**config.mk**
```make
export PLATFORM = sky130hd
export DESIGN_NAME = est_timer
export DESIGN_NICKNAME = d
export VERILOG_FILES = /design/src/rtl/est_pkg.sv /design/src/rtl/est_edge_sync.sv /design/src/rtl/est_prescaler.sv /design/src/rtl/est_timer.sv
export VERILOG_INCLUDE_DIRS = /design/src /design/src/rtl
export SDC_FILE = /design/constraint.sdc
export NUM_CORES = 1
export LEC_CHECK = 0
export BUFFER_PORTS_ARGS = -buffer_cell sky130_fd_sc_hd__buf_2
export CORE_UTILIZATION = 65
export CTS_CLUSTER_SIZE = 12
export DETAILED_ROUTE_END_ITERATION = 16
export PLACE_DENSITY = 0.84
export SLEW_MARGIN = 30
export SYNTH_ARGS = -nofsm -noshare
export SYNTH_HDL_FRONTEND = slang
export SYNTH_SLANG_ARGS = --single-unit
```
**constraint.sdc**
```tcl
create_clock -name clk -period 7.8 [get_ports clk]
set_input_delay 1.56 -clock clk [delete_from_list [all_inputs] [get_ports clk]]
set_output_delay 1.56 -clock clk [all_outputs]
set_load 0.1 [all_outputs]
```
**src/rtl/est_regs.svh**
```systemverilog
// Register offsets, reset values and timing counts of the timer
`ifndef EST_REGS_SVH
`define EST_REGS_SVH

// ****************************************************************
// Register offsets
// ****************************************************************
`define EST_ADDR_W 3
`define EST_OFS_COUNT_LOW 3'h0
`define EST_OFS_COUNT_HIGH 3'h1
`define EST_OFS_CTRL_FIRST 3'h2
`define EST_OFS_CTRL_SECOND 3'h3
`define EST_OFS_IRQ_STATUS 3'h4
`define EST_OFS_IRQ_CLEAR 3'h5
`define EST_OFS_IRQ_ENABLE 3'h6

// ****************************************************************
// Reset values
// ****************************************************************
`define EST_RST_COUNT_LOW 8'h00
`define EST_RST_COUNT_HIGH 8'hFF
`define EST_RST_CTRL 8'h00
`define EST_RST_IRQ 2'h0

// ****************************************************************
// Field positions and widths
// ****************************************************************
`define EST_IRQ_W 2
`define EST_IRQ_PERIOD 0
`define EST_IRQ_WRAP 1
`define EST_PRESC_W 15

// ****************************************************************
// Timing
// ****************************************************************
`define EST_INSTR_DIV 4
`define EST_PHASE_LAST 2'(`EST_INSTR_DIV - 1)

`endif

```
**src/rtl/est_pkg.sv**
```systemverilog
// Types shared by the timer modules
package est_pkg;

  // Clock sources; codes 101 to 111 select no source
  typedef enum logic [2:0] {
    EST_SRC_PIN = 3'b000,
    EST_SRC_PIN_INV = 3'b001,
    EST_SRC_INSTR = 3'b010,
    EST_SRC_SLOW = 3'b011,
    EST_SRC_SYS = 3'b100
  } est_src_type;

  typedef struct packed {
    logic enable;
    logic unused;
    logic out_state;
    logic width_select_bit;
    logic [3:0] post_ratio;
  } est_ctrl_first_type;

  typedef struct packed {
    logic [2:0] clock_source_select;
    logic async_enable_bit;
    logic [3:0] prescale_ratio_field;
  } est_ctrl_second_type;

  typedef struct packed {
    logic rd;
    logic wr;
    logic [2:0] addr;
    logic [7:0] wdata;
  } est_bus_req_type;

endpackage : est_pkg

```
**src/rtl/est_edge_sync.sv**
```systemverilog
// Two-stage synchroniser with rise and fall detection
`timescale 1ns/1ps
`default_nettype none

module est_edge_sync (
  // Clock and reset
  input wire logic clk,
  input wire logic rst_n,
  // Asynchronous level
  input wire logic async_in,
  // Edge pulses
  output logic rise,
  output logic fall
);

  logic meta;
  logic stable;
  logic prev;

  always_ff @(posedge clk or negedge rst_n) begin
    if (!rst_n) begin
      meta <= 1'b0;
      stable <= 1'b0;
      prev <= 1'b0;
    end else begin
      meta <= async_in;
      stable <= meta;
      prev <= stable;
    end
  end

  assign rise = stable & ~prev;
  assign fall = ~stable & prev;

endmodule : est_edge_sync

`default_nettype wire

```
**src/rtl/est_prescaler.sv**
```systemverilog
// Binary prescaler, ratio 1:2^n with n from 0 to 15
`timescale 1ns/1ps
`default_nettype none
`include "est_regs.svh"

module est_prescaler (
  // Clock and reset
  input wire logic clk,
  input wire logic rst_n,
  // Control
  input wire logic clear,
  input wire logic [3:0] ratio,
  // Ticks
  input wire logic tick_in,
  output logic tick_out
);

  logic [`EST_PRESC_W-1:0] cnt;
  logic [`EST_PRESC_W-1:0] mask;

  function automatic logic [`EST_PRESC_W-1:0] ratio_mask(
    input logic [3:0] n);
    ratio_mask = `EST_PRESC_W'((17'h00001 << n) - 17'h00001);
  endfunction : ratio_mask

  assign mask = ratio_mask(ratio);

  always_ff @(posedge clk or negedge rst_n) begin
    if (!rst_n) begin
      cnt <= '0;
    end else if (clear) begin
      cnt <= '0;
    end else if (tick_in) begin
      cnt <= cnt + `EST_PRESC_W'(1);
    end
  end

  // Ratio zero bypasses the counter entirely
  assign tick_out = tick_in
    && (ratio == 4'h0 || (cnt & mask) == mask);
endmodule : est_prescaler

`default_nettype wire

```
**src/rtl/est_timer.sv**
```systemverilog
// Eight/sixteen-bit timer-counter with prescaler, postscaler and IRQ
//
// Behaviour
// - Width-select bit of first control register picks 8- or 16-bit
// - 16-bit: high:low count steps per prescaled tick; 15-bit prescaler
// - 16-bit: real high byte hidden; low-byte read copies it into buffer
// - 16-bit: low-byte write loads real high byte from buffer atomically
// - 8-bit: period match pulses output, clears low, reloads period
// - 8-bit: both bytes read/write directly; reset gives low 00, high FF
// - Low-byte write, control write or reset clears both scalers
// - Prescale field zero bypasses prescaler; each source edge adds one
// - Timer mode: one count per instruction cycle, divided by prescaler
// - Async bit set: count on source edges unaligned, also during sleep
// - Async clear: count aligned to instruction clock, rate capped there
// - Three-bit source field of second control register picks source
// - Internal source selected: block counts as a timer of that clock
// - External source selected: block counts rising edges of that clock, falling ones for the inverted pin code
`timescale 1ns/1ps
`default_nettype none
`include "est_regs.svh"

module est_timer
  import est_pkg::*;
(
  // Clock and reset
  input wire logic clk,
  input wire logic rst_n,
  // Register port
  input wire logic [2:0] bus_addr,
  input wire logic [7:0] bus_wdata,
  input wire logic bus_wr,
  input wire logic bus_rd,
  output logic [7:0] bus_rdata,
  // Clock inputs from pins and oscillators
  input wire logic ext_clk_pin,
  input wire logic slow_clk_in,
  // Power state from the same clock domain
  input wire logic sleep_mode,
  // Outputs
  output logic timer_match_output,
  output logic irq
);

  // ****************************************************************
  // Declarations
  // ****************************************************************
  est_bus_req_type req;
  est_ctrl_first_type timer_control_first;
  est_ctrl_second_type timer_control_second;
  logic [7:0] count_low_byte;
  logic [7:0] count_high_byte;
  logic [7:0] high_real;
  logic [7:0] period_buf;
  logic [1:0] phase;
  logic instr_tick, pin_rise, pin_fall, slow_rise, src_tick, pre_tick;
  logic pend, count_tick, mode16, clear_scalers, wr_low, wr_high, rd_low;
  logic at_top, raw_event, post_event;
  logic [3:0] post_cnt;
  logic [`EST_IRQ_W-1:0] irq_status, irq_enable, irq_events;
  logic [`EST_IRQ_W-1:0] irq_clear, next_irq_status, next_irq_enable;

  function automatic logic [7:0] inc8(input logic [7:0] v);
    inc8 = 8'(v + 8'h01);
  endfunction : inc8

  function automatic logic hit(input logic [2:0] a, input logic [2:0] ofs);
    hit = (a == ofs);
  endfunction : hit

  function automatic logic src_select(input logic [2:0] sel,
    input logic p_rise, input logic p_fall, input logic i_tick,
    input logic s_rise);
    case (sel)
      EST_SRC_PIN: src_select = p_rise;
      EST_SRC_PIN_INV: src_select = p_fall;
      EST_SRC_INSTR: src_select = i_tick;
      EST_SRC_SLOW: src_select = s_rise;
      EST_SRC_SYS: src_select = 1'b1;
      default: src_select = 1'b0;
    endcase
  endfunction : src_select

  assign req = '{rd: bus_rd, wr: bus_wr, addr: bus_addr, wdata: bus_wdata};
  assign mode16 = timer_control_first.width_select_bit;
  assign wr_low = req.wr && hit(req.addr, `EST_OFS_COUNT_LOW);
  assign wr_high = req.wr && hit(req.addr, `EST_OFS_COUNT_HIGH);
  assign rd_low = req.rd && hit(req.addr, `EST_OFS_COUNT_LOW);
  assign clear_scalers = wr_low
    || (req.wr && hit(req.addr, `EST_OFS_CTRL_FIRST))
    || (req.wr && hit(req.addr, `EST_OFS_CTRL_SECOND));

  // ****************************************************************
  // Clock sources
  // ****************************************************************
  // The instruction clock halts in sleep; only async counting survives
  always_ff @(posedge clk or negedge rst_n) begin
    if (!rst_n) begin
      phase <= 2'h0;
    end else begin
      phase <= 2'(phase + 2'h1);
    end
  end

  assign instr_tick = (phase == `EST_PHASE_LAST) && !sleep_mode;

  est_edge_sync u_pin_sync (
    .clk(clk),
    .rst_n(rst_n),
    .async_in(ext_clk_pin),
    .rise(pin_rise),
    .fall(pin_fall)
  );

  est_edge_sync u_slow_sync (
    .clk(clk),
    .rst_n(rst_n),
    .async_in(slow_clk_in),
    .rise(slow_rise),
    .fall()
  );

  // Internal codes count as a timer, pin codes as a counter
  assign src_tick = timer_control_first.enable && src_select(
    timer_control_second.clock_source_select, pin_rise, pin_fall,
    instr_tick, slow_rise);

  est_prescaler u_prescaler (
    .clk(clk),
    .rst_n(rst_n),
    .clear(clear_scalers),
    .ratio(timer_control_second.prescale_ratio_field),
    .tick_in(src_tick),
    .tick_out(pre_tick)
  );

  // ****************************************************************
  // Synchronous alignment
  // ****************************************************************
  // A prescaled edge waits for the next instruction cycle; faster edges
  // in between merge, which is why the rate is capped at that clock
  always_ff @(posedge clk or negedge rst_n) begin
    if (!rst_n) begin
      pend <= 1'b0;
    end else if (clear_scalers || timer_control_second.async_enable_bit) begin
      pend <= 1'b0;
    end else begin
      pend <= (pend || pre_tick) && !instr_tick;
    end
  end

  assign count_tick = timer_control_second.async_enable_bit ? pre_tick
    : (instr_tick && (pend || pre_tick));

  assign at_top = mode16 ? ({high_real, count_low_byte} == 16'hFFFF)
    : (count_low_byte == period_buf);
  assign raw_event = count_tick && !wr_low && at_top;

  // ****************************************************************
  // Count registers
  // ****************************************************************
  always_ff @(posedge clk or negedge rst_n) begin
    if (!rst_n) begin
      count_low_byte <= `EST_RST_COUNT_LOW;
      high_real <= `EST_RST_COUNT_LOW;
      period_buf <= `EST_RST_COUNT_HIGH;
    end else if (wr_low) begin
      count_low_byte <= req.wdata;
      if (mode16) begin
        high_real <= count_high_byte;
      end
    end else if (count_tick) begin
      if (mode16) begin
        count_low_byte <= inc8(count_low_byte);
        if (count_low_byte == 8'hFF) begin
          high_real <= inc8(high_real);
        end
      end else if (at_top) begin
        count_low_byte <= 8'h00;
        period_buf <= count_high_byte;
      end else begin
        count_low_byte <= inc8(count_low_byte);
      end
    end
  end

  // Buffer in 16-bit mode, period register in 8-bit mode
  always_ff @(posedge clk or negedge rst_n) begin
    if (!rst_n) begin
      count_high_byte <= `EST_RST_COUNT_HIGH;
    end else if (wr_high) begin
      count_high_byte <= req.wdata;
    end else if (rd_low && mode16) begin
      count_high_byte <= high_real;
    end
  end

  // ****************************************************************
  // Control registers
  // ****************************************************************
  always_ff @(posedge clk or negedge rst_n) begin
    if (!rst_n) begin
      timer_control_first <= `EST_RST_CTRL;
      timer_control_second <= `EST_RST_CTRL;
      irq_enable <= `EST_RST_IRQ;
    end else if (req.wr) begin
      if (hit(req.addr, `EST_OFS_CTRL_FIRST)) begin
        timer_control_first <= req.wdata & 8'hDF;
      end
      if (hit(req.addr, `EST_OFS_CTRL_SECOND)) begin
        timer_control_second <= req.wdata;
      end
      if (hit(req.addr, `EST_OFS_IRQ_ENABLE)) begin
        irq_enable <= req.wdata[`EST_IRQ_W-1:0];
      end
    end
  end

  // ****************************************************************
  // Postscaler and output
  // ****************************************************************
  assign post_event = raw_event
    && (post_cnt == timer_control_first.post_ratio);

  always_ff @(posedge clk or negedge rst_n) begin
    if (!rst_n) begin
      post_cnt <= 4'h0;
    end else if (clear_scalers) begin
      post_cnt <= 4'h0;
    end else if (post_event) begin
      post_cnt <= 4'h0;
    end else if (raw_event) begin
      post_cnt <= 4'(post_cnt + 4'h1);
    end
  end

  // High from the event until the next prescaled tick
  always_ff @(posedge clk or negedge rst_n) begin
    if (!rst_n) begin
      timer_match_output <= 1'b0;
    end else if (!timer_control_first.enable) begin
      timer_match_output <= 1'b0;
    end else if (post_event) begin
      timer_match_output <= 1'b1;
    end else if (count_tick) begin
      timer_match_output <= 1'b0;
    end
  end

  // ****************************************************************
  // Interrupts
  // ****************************************************************
  assign irq_events = {raw_event && mode16, post_event};
  assign irq_clear = (req.wr && hit(req.addr, `EST_OFS_IRQ_CLEAR))
    ? req.wdata[`EST_IRQ_W-1:0] : `EST_RST_IRQ;
  // Irq follows a same-cycle enable write, so it never lags the mask
  assign next_irq_enable = (req.wr && hit(req.addr, `EST_OFS_IRQ_ENABLE))
    ? req.wdata[`EST_IRQ_W-1:0] : irq_enable;
  // A new event beats a clear landing in the same cycle
  assign next_irq_status = (irq_status & ~irq_clear) | irq_events;

  always_ff @(posedge clk or negedge rst_n) begin
    if (!rst_n) begin
      irq_status <= `EST_RST_IRQ;
      irq <= 1'b0;
    end else begin
      irq_status <= next_irq_status;
      irq <= |(next_irq_status & next_irq_enable);
    end
  end

  // ****************************************************************
  // Read data
  // ****************************************************************
  always_ff @(posedge clk or negedge rst_n) begin
    if (!rst_n) begin
      bus_rdata <= 8'h00;
    end else if (!req.rd) begin
      bus_rdata <= 8'h00;
    end else begin
      case (req.addr)
        `EST_OFS_COUNT_LOW: bus_rdata <= count_low_byte;
        `EST_OFS_COUNT_HIGH: bus_rdata <= count_high_byte;
        `EST_OFS_CTRL_FIRST: begin
          bus_rdata <= {timer_control_first.enable, 1'b0,
            timer_match_output, timer_control_first[4:0]};
        end
        `EST_OFS_CTRL_SECOND: bus_rdata <= timer_control_second;
        `EST_OFS_IRQ_STATUS: bus_rdata <= 8'(irq_status);
        `EST_OFS_IRQ_ENABLE: bus_rdata <= 8'(irq_enable);
        default: bus_rdata <= 8'h00;
      endcase
    end
  end
endmodule : est_timer

`default_nettype wire

```
* Yosys cells after proc, flatten, opt, wreduce, memory -nomap -nowiden
Cells that the tools add are included.
W data, S select, Z words.
** Storage, ports and cells
- Bits in registers :: 88
- Bits of input ports :: 18
- Output and inout port bits :: 10
- Word-level logic and storage cells :: 130
** Cells by class
- $add $sub $neg :: 6
- Eq/ne operators :: 19
- Shift operators :: 1
- Muxes and demuxes :: 27
- Bitwise operators :: 13
- Reductions and logical operators :: 39
** Operator list (number)
- $mux W8 :: 12
- $pmux W8 S6 :: 1
- $mux W15 :: 2
- $logic_and A1 B1 Y1 :: 17
- $add A8 B1 Y8 const B :: 2
- $eq A16 B16 Y1 const B :: 1
- $add A15 B1 Y15 const B :: 1
- $and A15 B15 Y15 :: 1
- $eq A15 B15 Y1 :: 1
- $shl A1 B4 Y15 const A :: 1
- $sub A15 B1 Y15 const B :: 1
- $eq A3 B2 Y1 const B :: 4
- $eq A3 B3 Y1 const B :: 4
- $mux W4 :: 3
- $eq A8 B8 Y1 :: 1
- $eq A8 B8 Y1 const B :: 1
- $reduce_and A4 Y1 :: 2
- $reduce_bool A2 Y1 :: 4
- $eq A3 B1 Y1 const B :: 2
- $logic_not A3 Y1 :: 2
- $mux W1 :: 6
- $reduce_and A2 Y1 :: 3
- $logic_or A1 B1 Y1 :: 5
- $not A1 Y1 :: 5
- other kinds (16) :: 23

* Depth between registers and ports, before layout
- Depth after elaboration :: 15
- Depth in mapped cells :: 14
- Depth with buffers taken out :: 10

* Modules after synthesis
A second synthesis with hierarchy kept.
** Second synthesis, totals
- Cell total of the unflattened synthesis :: 479
- Area total of the unflattened synthesis :: 4859.7 um^2
** Modules (own cells, without submodules)
- est_timer :: times used 1, cells an instance 354, area each 3676.0 um^2, sequential area each 1696.6 um^2
- est_prescaler :: times used 1, cells an instance 115, area each 1003.5 um^2, sequential area each 375.4 um^2
- est_edge_sync :: times used 2, cells an instance 5, area each 90.1 um^2, sequential area each 75.1 um^2

* Worst setup path before layout
No wires, ideal clock.
- Kind :: input port to flip-flop
- Start point :: input port sleep_mode
- End point :: register count_low_byte[3]
- Library setup time :: 82 ps
- Arrival time :: 3128 ps
- Slack :: 4590 ps
- Stages on the path :: 8
- Path buffers :: 1
- Cell sequence :: nor4b_1 > o211ai_1 > nand3_1 > inv_1 > o31a_1 > buf_6 > or4_1 > a31oi_1
** On the way
- Word-level cells in the longest chain between the ends :: 9
** Ends and longest elaborated chain
- start: declaration :: RTL line est_timer.sv:38 : input wire logic sleep_mode,
- $logic_not A1 Y1 * :: RTL line est_timer.sv:104 : assign instr_tick = (phase == `EST_PHASE_LAST) && !sleep_mode;
- $logic_and A1 B1 Y1 * :: RTL line est_timer.sv:104
- $pmux W1 S5 :: RTL line est_timer.sv:73 : case (sel)
- $logic_and A1 B1 Y1 :: RTL line est_timer.sv:123 : assign src_tick = timer_control_first.enable && src_select(
- $logic_and A1 B1 Y1 :: RTL line est_prescaler.sv:40 : && (ratio == 4'h0 || (cnt & mask) == mask);
- $logic_or A1 B1 Y1 :: RTL line est_timer.sv:152 : : (instr_tick && (pend || pre_tick));
- $logic_and A1 B1 Y1 :: RTL line est_timer.sv:152
- $mux W1 * :: RTL line est_timer.sv:151 : assign count_tick = timer_control_second.async_enable_bit ? pre_tick
- $reduce_bool A2 Y1 (no source line) *
- end signal: assignment :: RTL line est_timer.sv:163 : count_low_byte <= `EST_RST_COUNT_LOW;
- end signal: assignment :: RTL line est_timer.sv:167 : count_low_byte <= req.wdata;
- end signal: assignment :: RTL line est_timer.sv:173 : count_low_byte <= inc8(count_low_byte);
- end: declaration :: RTL line est_timer.sv:50 : logic [7:0] count_low_byte;
Every way passes the cells marked *; elsewhere a longest branch is shown, timed or not.
A chain may end at the register's enable or synchronous reset.

* Final worst setup path
- Start point :: input port bus_addr[0]
- End point :: register post_cnt[3]
** On the way
- Word-level cells in the longest chain between the ends :: 8
- Elaborated cells on any way between the ends :: 15
- Classes of those cells :: eq/ne (2); mux (2); reduce/logical (11)
** Ends and longest elaborated chain
- start: declaration :: RTL line est_timer.sv:29 : input wire logic [2:0] bus_addr,
- $logic_not A3 Y1 :: RTL line est_timer.sv:67 : hit = (a == ofs);
- $logic_and A1 B1 Y1 :: RTL line est_timer.sv:85 : assign wr_low = req.wr && hit(req.addr, `EST_OFS_COUNT_LOW);
- $logic_not A1 Y1 :: RTL line est_timer.sv:156 : assign raw_event = count_tick && !wr_low && at_top;
- $logic_and A1 B1 Y1 (2 in series) :: RTL line est_timer.sv:156
- $logic_and A1 B1 Y1 :: RTL line est_timer.sv:222 : && (post_cnt == timer_control_first.post_ratio);
- $mux W4 :: RTL line est_timer.sv:229 : end else if (post_event) begin
- $mux W4 :: RTL line est_timer.sv:227 : end else if (clear_scalers) begin
- end signal: assignment :: RTL line est_timer.sv:232 : post_cnt <= 4'(post_cnt + 4'h1);
- end: declaration :: RTL line est_timer.sv:58 : logic [3:0] post_cnt;
Parallel ways exist; a longest one is shown, timed or not.

==> impl_metrics.py <==
metrics = {
    "critical_path": {
        "cp_slowest_stage_delay_ps": 610,
        "reg2reg_to": "high_real[0]",
        "r2r_cells": 10,
        "crit_required_ps": 8040,
        "cp-start-kind": "input pin",
        "end_kind": "flip-flop",
        "cp_max_fo": 24,
        "r2r_start": "timer_control_second[3]",
        "path_cells": "buf_2, nor2_1, nand2_1, nand3_1, nor3_1, inv_1, a2111oi_0, o22ai_1",
        "crit_family": "simple AND/OR/NAND/NOR gates",
        "regToRegSetupSlack_ps": 4110,
        "path_buf_inv": 2,
        "crit_type": "input pin to flip-flop",
        "arrival_ps": 4180,
        "slowest_stage": "nand2_1",
    },
    "route": {
        "ant_nets": 0,
        "avgViaCountPerCell": 6.64,
        "num_vias": 4209,
        "wirelength_mm": 12.1,
        "drt_iter0_drc": 454,
        "drtPass1Iterations": 6,
        "drc": 0,
        "wl_per_cell_um": 19.1,
    },
    "clocking": {
        "cts_setup_buffers": 0,
        "clock-sinks": 88,
        "cts_buffer_depth": 2,
        "clk_latency_ps": 360,
        "holdBufCountCts": 0,
        "cts_tree": "built",
        "path_clk_slew_ps": 90,
        "ctsResizeCount": 0,
        "htree_levels": 3,
        "ctsRootBufferMaster": "clkbuf_8",
        "numCtsBuffers": 9,
    },
    "global_route": {
        "top_usage_layer": "met2",
        "grt_max_degree": 53,
        "gr-usage-met2_pct": 49.0,
        "grt.total_usage_pct": 32.3,
        "gr-total-overflow": 0,
        "use_met3_pct": 5.54,
        "first_global_vias": 3792,
        "grt_pass1_wl_mm": 19.1,
        "antenna_found_initial": 0,
        "use_met1_pct": 46.7,
    },
    "power_and_ir_drop": {
        "p_per_area_nw_per_um2": 228,
        "power.leakage_nw": 2.23,
        "ir_drop_mv": 0.186,
        "power_mw": 1.23,
    },
    "status": {
        "status": "finished, final reports clean",
    },
    "cells_and_area": {
        "nets": 554,
        "n_antenna_cell": 0,
        "area_growth_pct": 8.65,
        "layout.cells.most_common": "dfrtp_1",
        "drive_gt1_share_pct": 19.8,
        "final_cell_mix": "dfrtp_1 (72), nor2_1 (49), nand3_1 (27), mux2_2 (27), nand2_1 (27)",
    },
    "yosys": {
        "synth-edff-count": 0,
        "synth_seq_cells": 88,
        "yosysSeqAreaShare_pct": 44.6,
        "synth_cell_types": 62,
        "yosysWarningCount": 0,
        "synth_area_um2": 4980,
        "async_flop_share_pct": 100,
        "synth_ff_type": "dfrtp_1",
        "synth.avg_cell_area_um2": 9.72,
        "synth_fp_nets": 536,
        "postSynthCellCount": 512,
    },
    "timing": {
        "skew_ps": 9.94,
        "period_share_pct": 50.5,
        "finalCriticalPeriod_ps": 3940,
        "setup_violations": 0,
        "finalSetupTns_ps": 0,
        "rsz0062_at_grt": "false",
        "fmax_ghz": 0.254,
        "slew_viol_final": 0,
        "hold_viol": 0,
        "tightest_slew_ps": 789,
        "slew_headroom_pct": 47.3,
    },
    "min_path": {
        "hold-path-endpoint": "u_pin_sync.stable",
        "min_path_type": "flip-flop to flip-flop",
        "worstHoldStart": "u_pin_sync.meta",
        "whs_path_depth": 0,
    },
    "floorplanning": {
        "core_um2": 7330,
        "rows": 31,
        "die_h_um": 89.5,
        "pin_count": 28,
        "die-area_um2": 8010,
        "start_util_pct": 67.9,
        "dieWidth_um": 89.5,
    },
    "place": {
        "port_buffers": 27,
        "gp_congestion": 0.911,
        "hpwl_mm": 8.35,
    },
    "job": {
        "maxCapViolations": 0,
    },
}
-- per-layer routing --
| metal | vias up | wire (um) |
|---|---|---|
| met5 | - | 0 |
| met2 | 216 | 5550 |
| met1 | 2053 | 5330 |
| met4 | 0 | 283 |
| li1 | 1915 | - |
| met3 | 25 | 960 |
-- power breakdown --
group	total, mW	switching (mW)	internal, mW
logic	0.276	0.165	0.111
registers	0.598	0.0864	0.512
clock network	0.358	0.167	0.191
-- worst max-delay path by stage --
| stage | startpoint | endpoint | slack [ps] | depth (start not counted) |
|---|---|---|---|---|
| final | bus_addr[0] | post_cnt[3] | 3860 | 8 |
| after global placement | bus_addr[0] | post_cnt[3] | 3710 | 8 |
| after CTS | bus_addr[0] | post_cnt[3] | 3960 | 8 |
| after floorplan | sleep_mode | count_low_byte[3] | 4590 | 8 |
| after global routing | bus_addr[0] | post_cnt[3] | 3650 | 8 |
| after detailed placement | bus_addr[0] | post_cnt[3] | 3600 | 8 |
-- final cells by class --
cell class,count,area (um^2)
flip-flops and latches,88,2220
clock inverters,6,90.1
clock buffers,10,138
repair buffers,34,190
fillers,528,1920
multi-input cells,384,2590
inverters,13,48.8
well taps,99,124
-- per-stage QoR --
stage / utilization, % / hold WS (ps) / cells / worst slack, ps / instance area (um^2)
finish: 73.8 / 353 / 634 / 3860 / 5410
detailed placement: 70.6 / 336 / 618 / 3600 / 5170
floorplan: - / 331 / 512 / 4590 / 4980
CTS: 73.7 / 357 / 634 / 3960 / 5400
global route: 73.8 / 373 / 634 / 3650 / 5410
global placement: 70.6 / 333 / 618 / 3710 / 5170
-- logic make-up after synthesis --
| kind of cell | share of synthesized area [%] |
|---|---|
| AOI/OAI and AO/OA | 13.2 |
| xor gates and xnor gates | 4.58 |
| adders and majority gates | 1.51 |
| buffers and inverters | 3.54 |
| DFF | 44.6 |
| muxes | 9.98 |
| and+or+nand+nor | 22.5 |
-- Yosys cell counts, types with 5 or more instances --
master / n / area (um^2)
a21oi_1: 24 / 120
a31oi_1: 6 / 37.5
and2_1: 8 / 50.1
and3_1: 9 / 56.3
clkbuf_1: 19 / 71.3
dfrtp_1: 72 / 1800
dfstp_2: 16 / 420
ha_1: 6 / 75.1
inv_1: 13 / 48.8
mux2_2: 27 / 304
mux2i_1: 17 / 170
nand2_1: 27 / 101
nand3_1: 27 / 135
nand3b_1: 5 / 37.5
nand4_1: 12 / 75.1
nor2_1: 51 / 191
nor2b_1: 10 / 62.6
nor3_1: 17 / 85.1
nor4b_1: 9 / 78.8
o211ai_1: 7 / 52.6
o21ai_0: 22 / 110
o22ai_1: 10 / 62.6
xnor2_1: 14 / 123
xor2_1: 12 / 105
-- sequential cells by signal (all words and copies together) (netlist names), 4 cells and up --
signal / cells
count_low_byte: 8
post_cnt: 4
timer_control_second: 8
u_prescaler.cnt: 15
period_buf: 8
bus_rdata: 8
high_real: 8
count_high_byte: 8
timer_control_first: 5
Power figures use the tool's default switching activity.
